File: config.mk
export PLATFORM = sky130hd
export DESIGN_NAME = tdm_loop_switch
export DESIGN_NICKNAME = d
export VERILOG_FILES = /design/src/inc/tdm_loop_pkg.sv /design/src/hw/tdm_loop_switch.sv
export SDC_FILE = /design/constraint.sdc
export NUM_CORES = 2
export LEC_CHECK = 0
export BUFFER_PORTS_ARGS = -buffer_cell sky130_fd_sc_hd__buf_2
export CORE_ASPECT_RATIO = 0.6
export CORE_UTILIZATION = 50
export CTS_CLUSTER_SIZE = 14
export DETAILED_ROUTE_END_ITERATION = 6
export PLACE_DENSITY = 0.73
export SYNTH_ARGS = -nofsm -noshare
export SYNTH_HDL_FRONTEND = slang
export SYNTH_SLANG_ARGS = --single-unit
File: constraint.sdc
create_clock -name clk_i -period 53.2 [get_ports clk_i]
set_clock_uncertainty 0.05 [all_clocks]
set_input_delay 2.66 -clock clk_i [delete_from_list [all_inputs] [get_ports clk_i]]
set_output_delay 2.66 -clock clk_i [all_outputs]
set_load 0.005 [all_outputs]
File: src/inc/tdm_loop_pkg.sv
/*
 * Constants shared by the time-slot loop switch: register map, memory
 * operation and connection codes, field positions and slot timing.
 * Assumes one serial port on each side and a 32 slot frame of 8 bits.
 */
`default_nettype none

package tdm_loop_pkg;

	// Frame geometry.
	localparam int SLOT_W = 5;
	localparam int SLOTS  = 32;
	localparam int POS_W  = 8;

	// Register bus.
	localparam int ADDR_W = 3;
	localparam int DATA_W = 8;
	localparam logic [ADDR_W-1:0] REG_DATA = 3'h0;
	localparam logic [ADDR_W-1:0] REG_ADDR = 3'h1;
	localparam logic [ADDR_W-1:0] REG_CTRL = 3'h2;
	localparam logic [ADDR_W-1:0] REG_MODE = 3'h3;
	localparam logic [ADDR_W-1:0] REG_POS  = 3'h4;
	localparam logic [DATA_W-1:0] REG_RESET = 8'h00;

	// Control register fields and codes.
	localparam int MOC_LSB = 4;
	localparam int CODE_W  = 4;
	localparam logic [3:0] MOC_CM_WRITE    = 4'h7;
	localparam logic [3:0] MOC_TRISTATE    = 4'h6;
	localparam logic [3:0] CODE_UNASSIGNED = 4'h0;
	localparam logic [3:0] CODE_FULL       = 4'h1;

	// The top bit of a control memory address or pointer selects upstream (1) or downstream (0); tristate addresses ignore it.
	localparam int DIR_BIT = 7;

	// Internal RAM clock periods within a slot.
	localparam logic [2:0] PCM_WR_P0  = 3'h0;
	localparam logic [2:0] PCM_WR_P1  = 3'h4;
	localparam logic [2:0] PCM_WR_P2  = 3'h7;
	localparam logic [2:0] CFI_RD_EVN = 3'h5;
	localparam logic [2:0] CFI_RD_ODD = 3'h6;
	localparam logic [2:0] CFI_WR_P   = 3'h1;
	localparam logic [2:0] PCM_RD_EVN = 3'h4;
	localparam logic [2:0] PCM_RD_ODD = 3'h7;
	localparam logic [2:0] LAST_BIT   = 3'h7;

	// Fetch lead in slots for each output side.
	localparam logic [SLOT_W-1:0] CFI_LEAD = 5'h03;
	localparam logic [SLOT_W-1:0] PCM_LEAD = 5'h04;

	// Block-start masks on the slot number for PCM modes 0, 1 and 2.
	localparam logic [SLOT_W-1:0] BLK_M0 = 5'h01;
	localparam logic [SLOT_W-1:0] BLK_M1 = 5'h03;
	localparam logic [SLOT_W-1:0] BLK_M2 = 5'h07;

endpackage : tdm_loop_pkg

`default_nettype wire

File: src/hw/tdm_loop_switch.sv
/*
 * Time-slot switch with control memory, one-frame data memories and the
 * RAM access schedule that fixes the frame delay of each connection.
 * Assumes the link clock, frame sync and serial inputs are asynchronous
 * and slow (at least eight system clocks per link bit).
 */
`default_nettype none

module tdm_loop_switch (
	input  wire logic                            clk_i,
	input  wire logic                            reset_n_i,
	input  wire logic [tdm_loop_pkg::ADDR_W-1:0] addr_i,
	input  wire logic [tdm_loop_pkg::DATA_W-1:0] wdata_i,
	input  wire logic                            wr_i,
	input  wire logic                            rd_i,
	output logic      [tdm_loop_pkg::DATA_W-1:0] rdata_o,
	input  wire logic                            dcl_i,
	input  wire logic                            fsc_i,
	input  wire logic                            pcm_rxd_i,
	output logic                                 pcm_txd_o,
	output logic                                 pcm_txd_oe_o,
	input  wire logic                            cfi_du_i,
	output logic                                 cfi_dd_o,
	output logic                                 cfi_dd_oe_o
);

	localparam int SW = tdm_loop_pkg::SLOT_W;

	logic [1:0]  rst_sync_q;
	logic        rst_n;
	logic [3:0]  pin_meta_q;
	logic [3:0]  pin_sync_q;
	logic        dcl_prev_q;
	logic        edge_p;
	logic [7:0]  pos_q;
	logic [7:0]  cur_pos;
	logic [2:0]  period;
	logic [SW-1:0] slot;
	logic [7:0]  data_reg_q;
	logic [7:0]  addr_reg_q;
	logic [7:0]  ctrl_reg_q;
	logic [1:0]  mode_q;
	logic [7:0]  rdata_q;
	logic [11:0] cm_down_q [tdm_loop_pkg::SLOTS];
	logic [11:0] cm_up_q   [tdm_loop_pkg::SLOTS];
	logic [3:0]  ts_q      [tdm_loop_pkg::SLOTS];
	logic [7:0]  dm_down_q [tdm_loop_pkg::SLOTS];
	logic [7:0]  dm_up_q   [tdm_loop_pkg::SLOTS];
	logic [7:0]  pcm_sh_q;
	logic [7:0]  pcm_rx_q;
	logic [SW-1:0] pcm_rx_slot_q;
	logic        pcm_rx_pend_q;
	logic [7:0]  cfi_sh_q;
	logic [7:0]  cfi_rx_q;
	logic [SW-1:0] cfi_rx_slot_q;
	logic        cfi_rx_pend_q;
	logic [7:0]  cfi_buf_q [4];
	logic        cfi_en_q  [4];
	logic [7:0]  cfi_tx_q;
	logic        cfi_oe_q;
	logic [7:0]  pcm_buf_q [8];
	logic [3:0]  pcm_tsb_q [8];
	logic [7:0]  pcm_tx_q;
	logic [7:0]  pcm_mask_q;
	logic [7:0]  pcm_mask_new;
	logic [SW-1:0] blk_mask;
	logic        blk_start;
	logic        dd_now;
	logic        up_bit;
	logic [SW-1:0] cfi_tgt;
	logic [SW-1:0] pcm_tgt;
	logic [11:0] cm_tgt;
	logic [11:0] cm_in;
	logic [7:0]  cfi_src;

	// The reset is released through two flip-flops; everything else uses the copy.
	always_ff @(posedge clk_i or negedge reset_n_i) begin
		if (!reset_n_i) begin
			rst_sync_q <= 2'h0;
		end else begin
			rst_sync_q <= {rst_sync_q[0], 1'b1};
		end
	end
	assign rst_n = rst_sync_q[1];

	// Pins cross in through two stages; only the second stage is read.
	always_ff @(posedge clk_i or negedge rst_n) begin
		if (!rst_n) begin
			pin_meta_q <= 4'h0;
			pin_sync_q <= 4'h0;
			dcl_prev_q <= 1'b0;
		end else begin
			pin_meta_q <= {cfi_du_i, pcm_rxd_i, fsc_i, dcl_i};
			pin_sync_q <= pin_meta_q;
			dcl_prev_q <= pin_sync_q[0];
		end
	end
	assign edge_p = pin_sync_q[0] & ~dcl_prev_q;

	// Frame position advances on each link clock rising edge; sync restarts it.
	assign cur_pos = pin_sync_q[1] ? 8'h00 : pos_q + 8'h01;
	assign period  = cur_pos[2:0];
	assign slot    = cur_pos[7:3];
	always_ff @(posedge clk_i or negedge rst_n) begin
		if (!rst_n) begin
			pos_q <= 8'hFF;
		end else if (edge_p) begin
			pos_q <= cur_pos;
		end
	end

	// Software registers; a control write performs the memory access.
	always_ff @(posedge clk_i or negedge rst_n) begin
		if (!rst_n) begin
			data_reg_q <= tdm_loop_pkg::REG_RESET;
			addr_reg_q <= tdm_loop_pkg::REG_RESET;
			ctrl_reg_q <= tdm_loop_pkg::REG_RESET;
			mode_q     <= 2'h0;
		end else if (wr_i) begin
			if (addr_i == tdm_loop_pkg::REG_DATA) begin
				data_reg_q <= wdata_i;
			end else if (addr_i == tdm_loop_pkg::REG_ADDR) begin
				addr_reg_q <= wdata_i;
			end else if (addr_i == tdm_loop_pkg::REG_CTRL) begin
				ctrl_reg_q <= wdata_i;
			end else if (addr_i == tdm_loop_pkg::REG_MODE) begin
				mode_q <= wdata_i[1:0];
			end
		end
	end

	// Control and tristate memories, written only through the control register.
	// The access uses the data and address registers as they stand.
	assign cm_in = {wdata_i[tdm_loop_pkg::CODE_W-1:0], data_reg_q};
	always_ff @(posedge clk_i or negedge rst_n) begin
		if (!rst_n) begin
			for (int i = 0; i < tdm_loop_pkg::SLOTS; i++) begin
				cm_down_q[i] <= 12'h000;
				cm_up_q[i]   <= 12'h000;
				ts_q[i]      <= 4'h0;
			end
		end else if (wr_i && addr_i == tdm_loop_pkg::REG_CTRL) begin
			if (wdata_i[7:tdm_loop_pkg::MOC_LSB] == tdm_loop_pkg::MOC_TRISTATE) begin
				ts_q[addr_reg_q[SW-1:0]] <= data_reg_q[3:0];
			end else if (wdata_i[7:tdm_loop_pkg::MOC_LSB] == tdm_loop_pkg::MOC_CM_WRITE) begin
				if (addr_reg_q[tdm_loop_pkg::DIR_BIT]) begin
					cm_up_q[addr_reg_q[SW-1:0]] <= cm_in;
				end else begin
					cm_down_q[addr_reg_q[SW-1:0]] <= cm_in;
				end
			end
		end
	end

	// Read data stands only in the cycle after the read strobe.
	always_ff @(posedge clk_i or negedge rst_n) begin
		if (!rst_n) begin
			rdata_q <= 8'h00;
		end else if (rd_i) begin
			if (addr_i == tdm_loop_pkg::REG_DATA) begin
				rdata_q <= data_reg_q;
			end else if (addr_i == tdm_loop_pkg::REG_ADDR) begin
				rdata_q <= addr_reg_q;
			end else if (addr_i == tdm_loop_pkg::REG_CTRL) begin
				rdata_q <= ctrl_reg_q;
			end else if (addr_i == tdm_loop_pkg::REG_MODE) begin
				rdata_q <= {6'h00, mode_q};
			end else if (addr_i == tdm_loop_pkg::REG_POS) begin
				rdata_q <= pos_q;
			end else begin
				rdata_q <= 8'h00;
			end
		end else begin
			rdata_q <= 8'h00;
		end
	end
	assign rdata_o = rdata_q;

	// Block start per highway mode; its first RAM period is no write cycle.
	always_comb begin
		if (mode_q == 2'h0) begin
			blk_mask = tdm_loop_pkg::BLK_M0;
		end else if (mode_q == 2'h1) begin
			blk_mask = tdm_loop_pkg::BLK_M1;
		end else begin
			blk_mask = tdm_loop_pkg::BLK_M2;
		end
	end
	assign blk_start = (slot & blk_mask) == 5'h00;

	// Highway receive: serial to parallel, then a pending byte awaits a write slot.
	always_ff @(posedge clk_i or negedge rst_n) begin
		if (!rst_n) begin
			pcm_sh_q      <= 8'h00;
			pcm_rx_q      <= 8'h00;
			pcm_rx_slot_q <= 5'h00;
			pcm_rx_pend_q <= 1'b0;
		end else if (edge_p) begin
			pcm_sh_q <= {pcm_sh_q[6:0], pin_sync_q[2]};
			if (period == tdm_loop_pkg::LAST_BIT) begin
				pcm_rx_q      <= {pcm_sh_q[6:0], pin_sync_q[2]};
				pcm_rx_slot_q <= slot;
				pcm_rx_pend_q <= 1'b1;
			end else if (pcm_rx_pend_q && (period == tdm_loop_pkg::PCM_WR_P1
					|| (period == tdm_loop_pkg::PCM_WR_P0 && !blk_start))) begin
				pcm_rx_pend_q <= 1'b0;
			end
		end
	end

	// Downstream data memory holds exactly one frame, overwritten in place.
	always_ff @(posedge clk_i or negedge rst_n) begin
		if (!rst_n) begin
			for (int i = 0; i < tdm_loop_pkg::SLOTS; i++) begin
				dm_down_q[i] <= 8'h00;
			end
		end else if (edge_p && pcm_rx_pend_q && period != tdm_loop_pkg::PCM_WR_P2
				&& (period == tdm_loop_pkg::PCM_WR_P1
				|| (period == tdm_loop_pkg::PCM_WR_P0 && !blk_start))) begin
			dm_down_q[pcm_rx_slot_q] <= pcm_rx_q;
		end
	end

	// Internal downstream bit for the current position, and the looped input.
	assign dd_now = (period == 3'h0) ? cfi_buf_q[slot[1:0]][7] : cfi_tx_q[6];
	assign up_bit = (!cm_up_q[slot][tdm_loop_pkg::DIR_BIT]
		&& cm_up_q[slot][11:8] != tdm_loop_pkg::CODE_UNASSIGNED)
		? dd_now : pin_sync_q[3];

	// Interface receive: parallelise the (possibly looped) upstream bits.
	always_ff @(posedge clk_i or negedge rst_n) begin
		if (!rst_n) begin
			cfi_sh_q      <= 8'h00;
			cfi_rx_q      <= 8'h00;
			cfi_rx_slot_q <= 5'h00;
			cfi_rx_pend_q <= 1'b0;
		end else if (edge_p) begin
			cfi_sh_q <= {cfi_sh_q[6:0], up_bit};
			if (period == tdm_loop_pkg::LAST_BIT) begin
				cfi_rx_q      <= {cfi_sh_q[6:0], up_bit};
				cfi_rx_slot_q <= slot;
				cfi_rx_pend_q <= 1'b1;
			end else if (period == tdm_loop_pkg::CFI_WR_P) begin
				cfi_rx_pend_q <= 1'b0;
			end
		end
	end

	// Upstream data memory takes a whole byte for assigned slots only.
	assign cm_tgt = cm_up_q[cfi_rx_slot_q];
	always_ff @(posedge clk_i or negedge rst_n) begin
		if (!rst_n) begin
			for (int i = 0; i < tdm_loop_pkg::SLOTS; i++) begin
				dm_up_q[i] <= 8'h00;
			end
		end else if (edge_p && cfi_rx_pend_q && period == tdm_loop_pkg::CFI_WR_P
				&& cm_tgt[11:8] != tdm_loop_pkg::CODE_UNASSIGNED) begin
			dm_up_q[cm_tgt[SW-1:0]] <= cfi_rx_q;
		end
	end

	// Interface fetch target: even slot in period 5, odd slot in period 6.
	assign cfi_tgt = slot + ((period == tdm_loop_pkg::CFI_RD_ODD)
		? tdm_loop_pkg::CFI_LEAD + 5'h01 : tdm_loop_pkg::CFI_LEAD);
	always_comb begin
		cfi_src = dm_down_q[cm_down_q[cfi_tgt][SW-1:0]];
		if (cm_down_q[cfi_tgt][tdm_loop_pkg::DIR_BIT]) begin
			cfi_src = dm_up_q[cm_down_q[cfi_tgt][SW-1:0]];
		end
	end

	// Fetch buffer of four slots; a slot's byte waits here until it is sent.
	// Reading early is what makes a late-written input slip a frame.
	always_ff @(posedge clk_i or negedge rst_n) begin
		if (!rst_n) begin
			for (int i = 0; i < 4; i++) begin
				cfi_buf_q[i] <= 8'h00;
				cfi_en_q[i]  <= 1'b0;
			end
		end else if (edge_p && slot[0] && (period == tdm_loop_pkg::CFI_RD_EVN
				|| period == tdm_loop_pkg::CFI_RD_ODD)) begin
			cfi_buf_q[cfi_tgt[1:0]] <= cfi_src;
			cfi_en_q[cfi_tgt[1:0]]  <= cm_down_q[cfi_tgt][11:8]
				!= tdm_loop_pkg::CODE_UNASSIGNED;
		end
	end

	// Interface transmit: load at slot start, shift out most significant bit first.
	always_ff @(posedge clk_i or negedge rst_n) begin
		if (!rst_n) begin
			cfi_tx_q <= 8'h00;
			cfi_oe_q <= 1'b0;
		end else if (edge_p) begin
			if (period == 3'h0) begin
				cfi_tx_q <= cfi_buf_q[slot[1:0]];
				cfi_oe_q <= cfi_en_q[slot[1:0]];
			end else begin
				cfi_tx_q <= {cfi_tx_q[6:0], 1'b0};
			end
		end
	end
	assign cfi_dd_o    = cfi_tx_q[7];
	assign cfi_dd_oe_o = cfi_oe_q;

	// Highway fetch runs four slots ahead from even slots, into an 8-entry buffer.
	assign pcm_tgt = slot + ((period == tdm_loop_pkg::PCM_RD_ODD)
		? tdm_loop_pkg::PCM_LEAD + 5'h01 : tdm_loop_pkg::PCM_LEAD);
	always_ff @(posedge clk_i or negedge rst_n) begin
		if (!rst_n) begin
			for (int i = 0; i < 8; i++) begin
				pcm_buf_q[i] <= 8'h00;
				pcm_tsb_q[i] <= 4'h0;
			end
		end else if (edge_p && !slot[0] && (period == tdm_loop_pkg::PCM_RD_EVN
				|| period == tdm_loop_pkg::PCM_RD_ODD)) begin
			pcm_buf_q[pcm_tgt[2:0]] <= dm_up_q[pcm_tgt];
			pcm_tsb_q[pcm_tgt[2:0]] <= ts_q[pcm_tgt];
		end
	end

	// Each tristate field bit enables one pair of bits of the transmit slot.
	genvar g;
	generate
		for (g = 0; g < 4; g++) begin : g_ts_pair
			assign pcm_mask_new[2*g+1:2*g] = {2{pcm_tsb_q[slot[2:0]][g]}};
		end
	endgenerate

	// Highway transmit: the enable mask shifts with the data bits.
	always_ff @(posedge clk_i or negedge rst_n) begin
		if (!rst_n) begin
			pcm_tx_q   <= 8'h00;
			pcm_mask_q <= 8'h00;
		end else if (edge_p) begin
			if (period == 3'h0) begin
				pcm_tx_q   <= pcm_buf_q[slot[2:0]];
				pcm_mask_q <= pcm_mask_new;
			end else begin
				pcm_tx_q   <= {pcm_tx_q[6:0], 1'b0};
				pcm_mask_q <= {pcm_mask_q[6:0], 1'b0};
			end
		end
	end
	assign pcm_txd_o    = pcm_tx_q[7];
	assign pcm_txd_oe_o = pcm_mask_q[7];

endmodule : tdm_loop_switch

`default_nettype wire

After elaboration in Yosys (flattened, before gate mapping)
Cells that the tools add are included.
{ "op_classes": {"add_sub_neg": 3, "order_cmp": 16, "eq_ne": 13, "n_mux": 79, "bitwise_logic": 19, "n_reduce_logical": 45} }
{ "op_table": {"columns": ["op", "n"], "rows": [
  ["bitwise mux 384 bit", 2],
  ["bitwise mux 256 bit", 2],
  ["2-to-1 mux 8 bit", 25],
  ["binary-select mux 12 bit (select 5 bit)", 3],
  ["bitwise mux 128 bit", 1],
  ["binary-select mux 8 bit (select 5 bit)", 3],
  ["2-to-1 mux 12 bit", 7],
  ["demux 8 bit (select 5 bit)", 2],
  ["bitwise mux 32 bit", 2],
  ["bitwise mux 64 bit", 1],
  ["demux 12 bit (select 5 bit)", 1],
  [">= comparator 6 bit (second input constant)", 7],
  ["NOT 5 -> 6 bit", 7],
  ["binary-select mux 8 bit (select 3 bit)", 1],
  ["demux 8 bit (select 3 bit)", 1],
  ["2-to-1 mux 4 bit", 6],
  ["binary-select mux 4 bit (select 5 bit)", 1],
  ["demux 4 bit (select 5 bit)", 1],
  ["logical AND 1 bit", 19],
  ["less-than comparator 6 x 1 -> 1 bit (second input constant)", 3],
  ["binary-select mux 8 bit (select 2 bit)", 1],
  ["demux 8 bit (select 2 bit)", 1],
  ["equality test 3 bit (second input constant)", 5],
  ["binary-select mux 4 bit (select 3 bit)", 1],
  ["33 further kinds", 72]
]} }
{ "totals": {"regBits": 1655, "in_bits": 19, "out_inout_bits": 12} }

Longest topological paths before layout
{ "depth": {"depth_word": 15, "mapped_depth": 32, "ltp_nobuf": 18} }

Worst setup path before layout
No wires, ideal clock.
{ "synth_path": {"path_type": "register to register", "from": "reg pos_q[0]", "to": "reg cfi_buf_q[25] in the netlist's numbering", "arrival_time_ns": 6.611, "setup_slack_ns": 46.458, "path_stages_with_launch": 30, "n_path_buf": 12, "synth_period_minus_slack_ns": 6.742, "cell_sequence": "dfstp_2 -> clkbuf_1 -> nand3_1 -> xor2_1 -> or2_2 -> clkbuf_1 -> inv_1 -> clkbuf_1 -> clkbuf_1 -> buf_1 -> clkbuf_1 -> ha_1 -> inv_1 -> fa_1 -> buf_6 -> buf_6 -> buf_8 -> mux4_2 -> o22ai_1 -> mux2_2 -> o211ai_2 -> o21a_1 -> buf_6 -> buf_6 -> buf_2 -> o211ai_1 -> a21oi_1 -> a2111oi_0 -> or4b_4 -> a31oi_2"} }
{ "synth_rtl": {"columns": ["item", "line_no", "rtl"], "rows": [
  ["from (decl)", "tdm_loop_switch.sv:35", "logic [7:0] pos_q;"],
  ["from (signal assigned)", "tdm_loop_switch.sv:108", "pos_q <= cur_pos;"],
  ["adder 8 x 1 -> 8 bit *", "tdm_loop_switch.sv:101", "assign cur_pos = pin_sync_q[1] ? 8'h00 : pos_q + 8'h01;"],
  ["2-to-1 mux 8 bit *", "tdm_loop_switch.sv:101", null],
  ["named net cur_pos[3]", "tdm_loop_switch.sv:36", "logic [7:0] cur_pos;"],
  ["adder 5 x 3 -> 5 bit", "tdm_loop_switch.sv:263", "assign cfi_tgt = slot + ((period == tdm_loop_pkg::CFI_RD_ODD)"],
  ["NOT 5 -> 6 bit (not written as such)", "tdm_loop_switch.sv:266, tdm_loop_switch.sv:267, tdm_loop_switch.sv:268", null],
  ["binary-select mux 12 bit (select 5 bit)", "tdm_loop_switch.sv:266, tdm_loop_switch.sv:267, tdm_loop_switch.sv:268", null],
  ["2-to-1 mux 12 bit (2 in series)", null, null],
  ["NOT 5 -> 6 bit (not written as such)", "tdm_loop_switch.sv:266, tdm_loop_switch.sv:268", null],
  ["binary-select mux 8 bit (select 5 bit) (on tied branches)", "tdm_loop_switch.sv:266, tdm_loop_switch.sv:268", null],
  ["2-to-1 mux 8 bit (on tied branches) (2 in series)", "tdm_loop_switch.sv:266, tdm_loop_switch.sv:268", null],
  ["2-to-1 mux 8 bit", "tdm_loop_switch.sv:267", "if (cm_down_q[cfi_tgt][tdm_loop_pkg::DIR_BIT]) begin"],
  ["bitwise mux 32 bit", "tdm_loop_switch.sv:282", "cfi_buf_q[cfi_tgt[1:0]] <= cfi_src;"],
  ["to (signal, indexed assignment)", "tdm_loop_switch.sv:282", null],
  ["to (decl)", "tdm_loop_switch.sv:57", "logic [7:0] cfi_buf_q [4];"]
]} }
The timed path passes the listed nets; every way through them passes the cells marked *. The select of a mux whose other input is x is not followed.
A chain may end at the register's enable or synchronous reset.

Final worst setup path
{ "layout_path": {"from": "reg pos_q[0]", "to": "reg cfi_buf_q[8] in the netlist's numbering"} }
{ "layout_between": {"elab_chain_len": 15} }
{ "layout_lines": {"columns": ["item", "line_no", "rtl"], "rows": [
  ["adder 8 x 1 -> 8 bit *", "tdm_loop_switch.sv:101", null],
  ["2-to-1 mux 8 bit *", "tdm_loop_switch.sv:101", null],
  ["equality test 3 bit", "tdm_loop_switch.sv:263, tdm_loop_switch.sv:281", null],
  ["2-to-1 mux 3 bit", "tdm_loop_switch.sv:264", "? tdm_loop_pkg::CFI_LEAD + 5'h01 : tdm_loop_pkg::CFI_LEAD);"],
  ["adder 5 x 3 -> 5 bit", "tdm_loop_switch.sv:263", null],
  ["NOT 5 -> 6 bit (not written as such)", "tdm_loop_switch.sv:266, tdm_loop_switch.sv:267, tdm_loop_switch.sv:268", null],
  ["binary-select mux 12 bit (select 5 bit)", "tdm_loop_switch.sv:266, tdm_loop_switch.sv:267, tdm_loop_switch.sv:268", null],
  ["2-to-1 mux 12 bit (2 in series)", null, null],
  ["NOT 5 -> 6 bit (not written as such)", "tdm_loop_switch.sv:266, tdm_loop_switch.sv:268", null],
  ["binary-select mux 8 bit (select 5 bit) (on tied branches)", "tdm_loop_switch.sv:266, tdm_loop_switch.sv:268", null],
  ["2-to-1 mux 8 bit (on tied branches) (2 in series)", "tdm_loop_switch.sv:266, tdm_loop_switch.sv:268", null],
  ["2-to-1 mux 8 bit", "tdm_loop_switch.sv:267", null],
  ["bitwise mux 32 bit", "tdm_loop_switch.sv:282", null]
]} }
Every way passes the cells marked *; elsewhere a longest branch is shown, timed or not. The select of a mux whose other input is x is not followed.

==> metrics.txt <==
Pre-Repair DR Iteration Count=7; period utilisation layout=18.7%; H-tree Lvls=4; EDFF count, synth=0; # hold bufs at CTS=0; sequential share of the synthesized area=52.9%; cell area after synthesis=72,300 sq um; CP Capture Type=flop; initial core utilization=roughly half; commonest non-fill, non-tap cells in the layout=dfrtp_1, mux2_2, nand2_1, mux2i_1, mux4_2; Yosys cell types=90; Leakage=between 30 and 40 nW; DRT iter0 DRCs=5,666; Setup violations, final=0; top sig layer=met4; Detail Route Antenna Nets=0; Worst Path Required=53.77 ns; M1 wire length=95,600 um; post-CTS setup buffers=0; fmax=a little over 100 MHz; clock root cell=clkbuf_16; crit path time final=a little under 10 ns; max-slew violation count=0; drc violations=0; Met3 Wirelength=roughly 28,000 um; CTS Buf Count=roughly 140; Final #Nets=roughly 5,400; Tot GR Track Use=just under 30%; power per cell area=29.9 nW/um^2; Worst Min Path Start=pin_meta_q[0]; Synth area leaders=dfrtp_1, mux2_2, mux4_2; Hold Path Depth=0; CP arrival=10.51 ns; die area=around 150,000 sq um; Min-Delay Endpoint=pin_sync_q[0]; Primary FF master, synth=dfrtp_1; first-pass GRT wire length=316,000 um; CP Max Fanout=126; Longest Clk Path Bufs=3; R2R cell count=22; Seq cells post-synth=1,527; layout cells sized above 1=a little under two fifths; commonest non-fill, non-tap cell in the layout=dfrtp_1; core box area=~140,000 sq um; largest net degree at the start of global routing=198; total wire length=208,000 um; synth warn=0; vias in the first global route=47,700; status=completed; syn_area_per_cell=13.1 sq um; Post-CTS Resized=0; Post-synth ARST share=100%; R2R Setup Slk=roughly 43 ns; initial antenna violation count=5; IO Pins=31; per-cell routed wire length=~28 um; Vert. Die Dim=297 um; post-synth top area cell=dfrtp_1; Hold Path Class=reg2reg; Die X=493 um; via count=~48,000; Crit Path Class=reg2reg; gr ovfl total=0; vias per cell=6.49; hold_ws=0.298 ns; Synth top area share=about 53%; I/O Buffers=30; met2 routed WL=81,500 um; Gate Count Post-Synth=roughly 5,500; Syn Nets=5,557; Slew Limit Headroom=1.75%; HPWL Detailed=139,000 um; Clock Latency Late Sink=0.78 ns; routability congestion estimate from global placement=0.937; actual slew at the worst max-slew pin=1.47 ns; area growth from synthesis to layout=9.02%; maximum VDD drop=around 0.034 mV; Setup TNS=0 ns; FF-to-FF Start=pos_q[0]; CTS tree=done; final hold vios=0; RSZ-0062 raised after global routing=false; Worst Setup Start Kind=flop; reported max-cap violation count=0; CTS clk-pin slew, worst paths=0.07 ns; TritonCTS Sinks=1,527; R2R Path End=cfi_buf_q[8]; row count=107
==> kinds of logic after synthesis <==
group	count (synthesis)	synth area share, %
flip-flops	1527	52.9
multiplexers	1858	31.5
AO/OA/AOI/OAI	576	5.64
XOR/XNOR	12	0.145
other	1	0.00519
AND/OR/NAND/NOR	1082	6.93
adder cells (fa/ha/maj)	7	0.131
buffers and inverters	468	2.81
==> routing by layer <==
layer,up-vias,global-route usage [%]
met4,0,6.77
li1,20100,-
met1,25400,44.8
met3,300,11.0
met5,-,0
met2,2419,37.2
==> stage by stage <==
step                instances  utilization, %  total power, mW  instance area [sq um]  worst slack, ns
finish                   7423            55.2             2.36                  78800            43.26
global route             7421            55.2             2.43                  78800            42.94
CTS                      7421            55.2             2.36                  78800            43.51
detailed placement       7185            52.1             1.35                  74300            43.53
global placement         7185            52.1             1.35                  74300            43.64
floorplan                5531               -             1.30                  72300             7.45
==> report_power, final <==
group | leakage, nW | internal, mW | switching (mW) | total [mW]
logic | 13.4 | 0.0307 | 0.107 | 0.138
registers | 20.9 | 1.18 | 0.0210 | 1.20
clock network | 2.22 | 0.572 | 0.448 | 1.02
==> state kept, by name, indices dropped and copies added (netlist names), 8 cells and up <==
| name | count |
|---|---|
| dm_down_q | 256 |
| pcm_tsb_q | 32 |
| ctrl_reg_q | 8 |
| cm_up_q | 320 |
| data_reg_q | 8 |
| pos_q | 8 |
| cm_down_q | 320 |
| dm_up_q | 256 |
| pcm_buf_q | 64 |
| cfi_rx_q | 8 |
| cfi_buf_q | 32 |
| addr_reg_q | 8 |
| pcm_rx_q | 8 |
| pcm_mask_q | 8 |
| cfi_tx_q | 8 |
| rdata_o | 8 |
| ts_q | 128 |
| pcm_tx_q | 8 |
==> cell type report <==
cell class,count,area [sq um]
Fill cell,11500,63900
Sequential cell,1527,38200
Multi-Input combinational cell,3536,32300
Clock buffer,209,4190
Tap cell,1907,2390
Timing Repair Buffer,150,1100
Clock inverter,27,335
Inverter,65,244
Antenna cell,2,5.00
==> critical path, cell delays in order (launching register included) <==
cell,delay [ns]
dfstp_2,0.68
nand3_1,0.13
xor2_1,0.16
or2_4,0.44
inv_2,0.76
ha_4,0.25
inv_1,0.06
fa_4,1.27
buf_4,0.72
mux2i_1,0.15
mux2_2,0.30
a222oi_1,0.33
a32oi_1,0.22
o21ai_4,0.10
buf_4,0.52
o21a_4,0.54
buf_4,0.64
buf_12,0.54
mux2_2,0.42
a222oi_1,0.37
o211a_1,0.35
a211o_1,0.30
a31oi_1,0.13
==> synthesized netlist by cell type, types with 14 or more instances <==
cell type  count
o31ai_1       16
nand2b_1      14
o22ai_1       50
dfrtp_1     1519
a311oi_1      26
mux4_2       188
mux2i_1      221
inv_1         65
clkbuf_1     280
nor3_2        15
mux2_2      1448
nor4_1        61
a21oi_1       85
buf_6         19
buf_4         17
a31oi_1       44
nand3_1       92
nor2_1       186
buf_1         38
o211ai_1     109
a211oi_1      15
nor2b_1       26
and3_1        35
nand2_1      515
a22oi_1       29
nor3_1        54
buf_2         48
and2_1        17
o21ai_0       66
==> worst max-delay path by stage <==
stage / start / end / slack [ns] / depth (start not counted)
4_1_cts: pos_q[0] / cfi_buf_q[8] / 43.51 / 22
3_5_place_dp: pos_q[0] / cfi_buf_q[8] / 43.53 / 22
6_report: pos_q[0] / cfi_buf_q[8] / 43.26 / 22
2_1_floorplan: rst_sync_q[1] / addr_reg_q[0] / 7.45 / 0
3_3_place_gp: pos_q[0] / cfi_buf_q[24] / 43.64 / 22
5_1_grt: pos_q[0] / cfi_buf_q[8] / 42.94 / 22
Note: power is estimated with default switching activity, not from simulation.
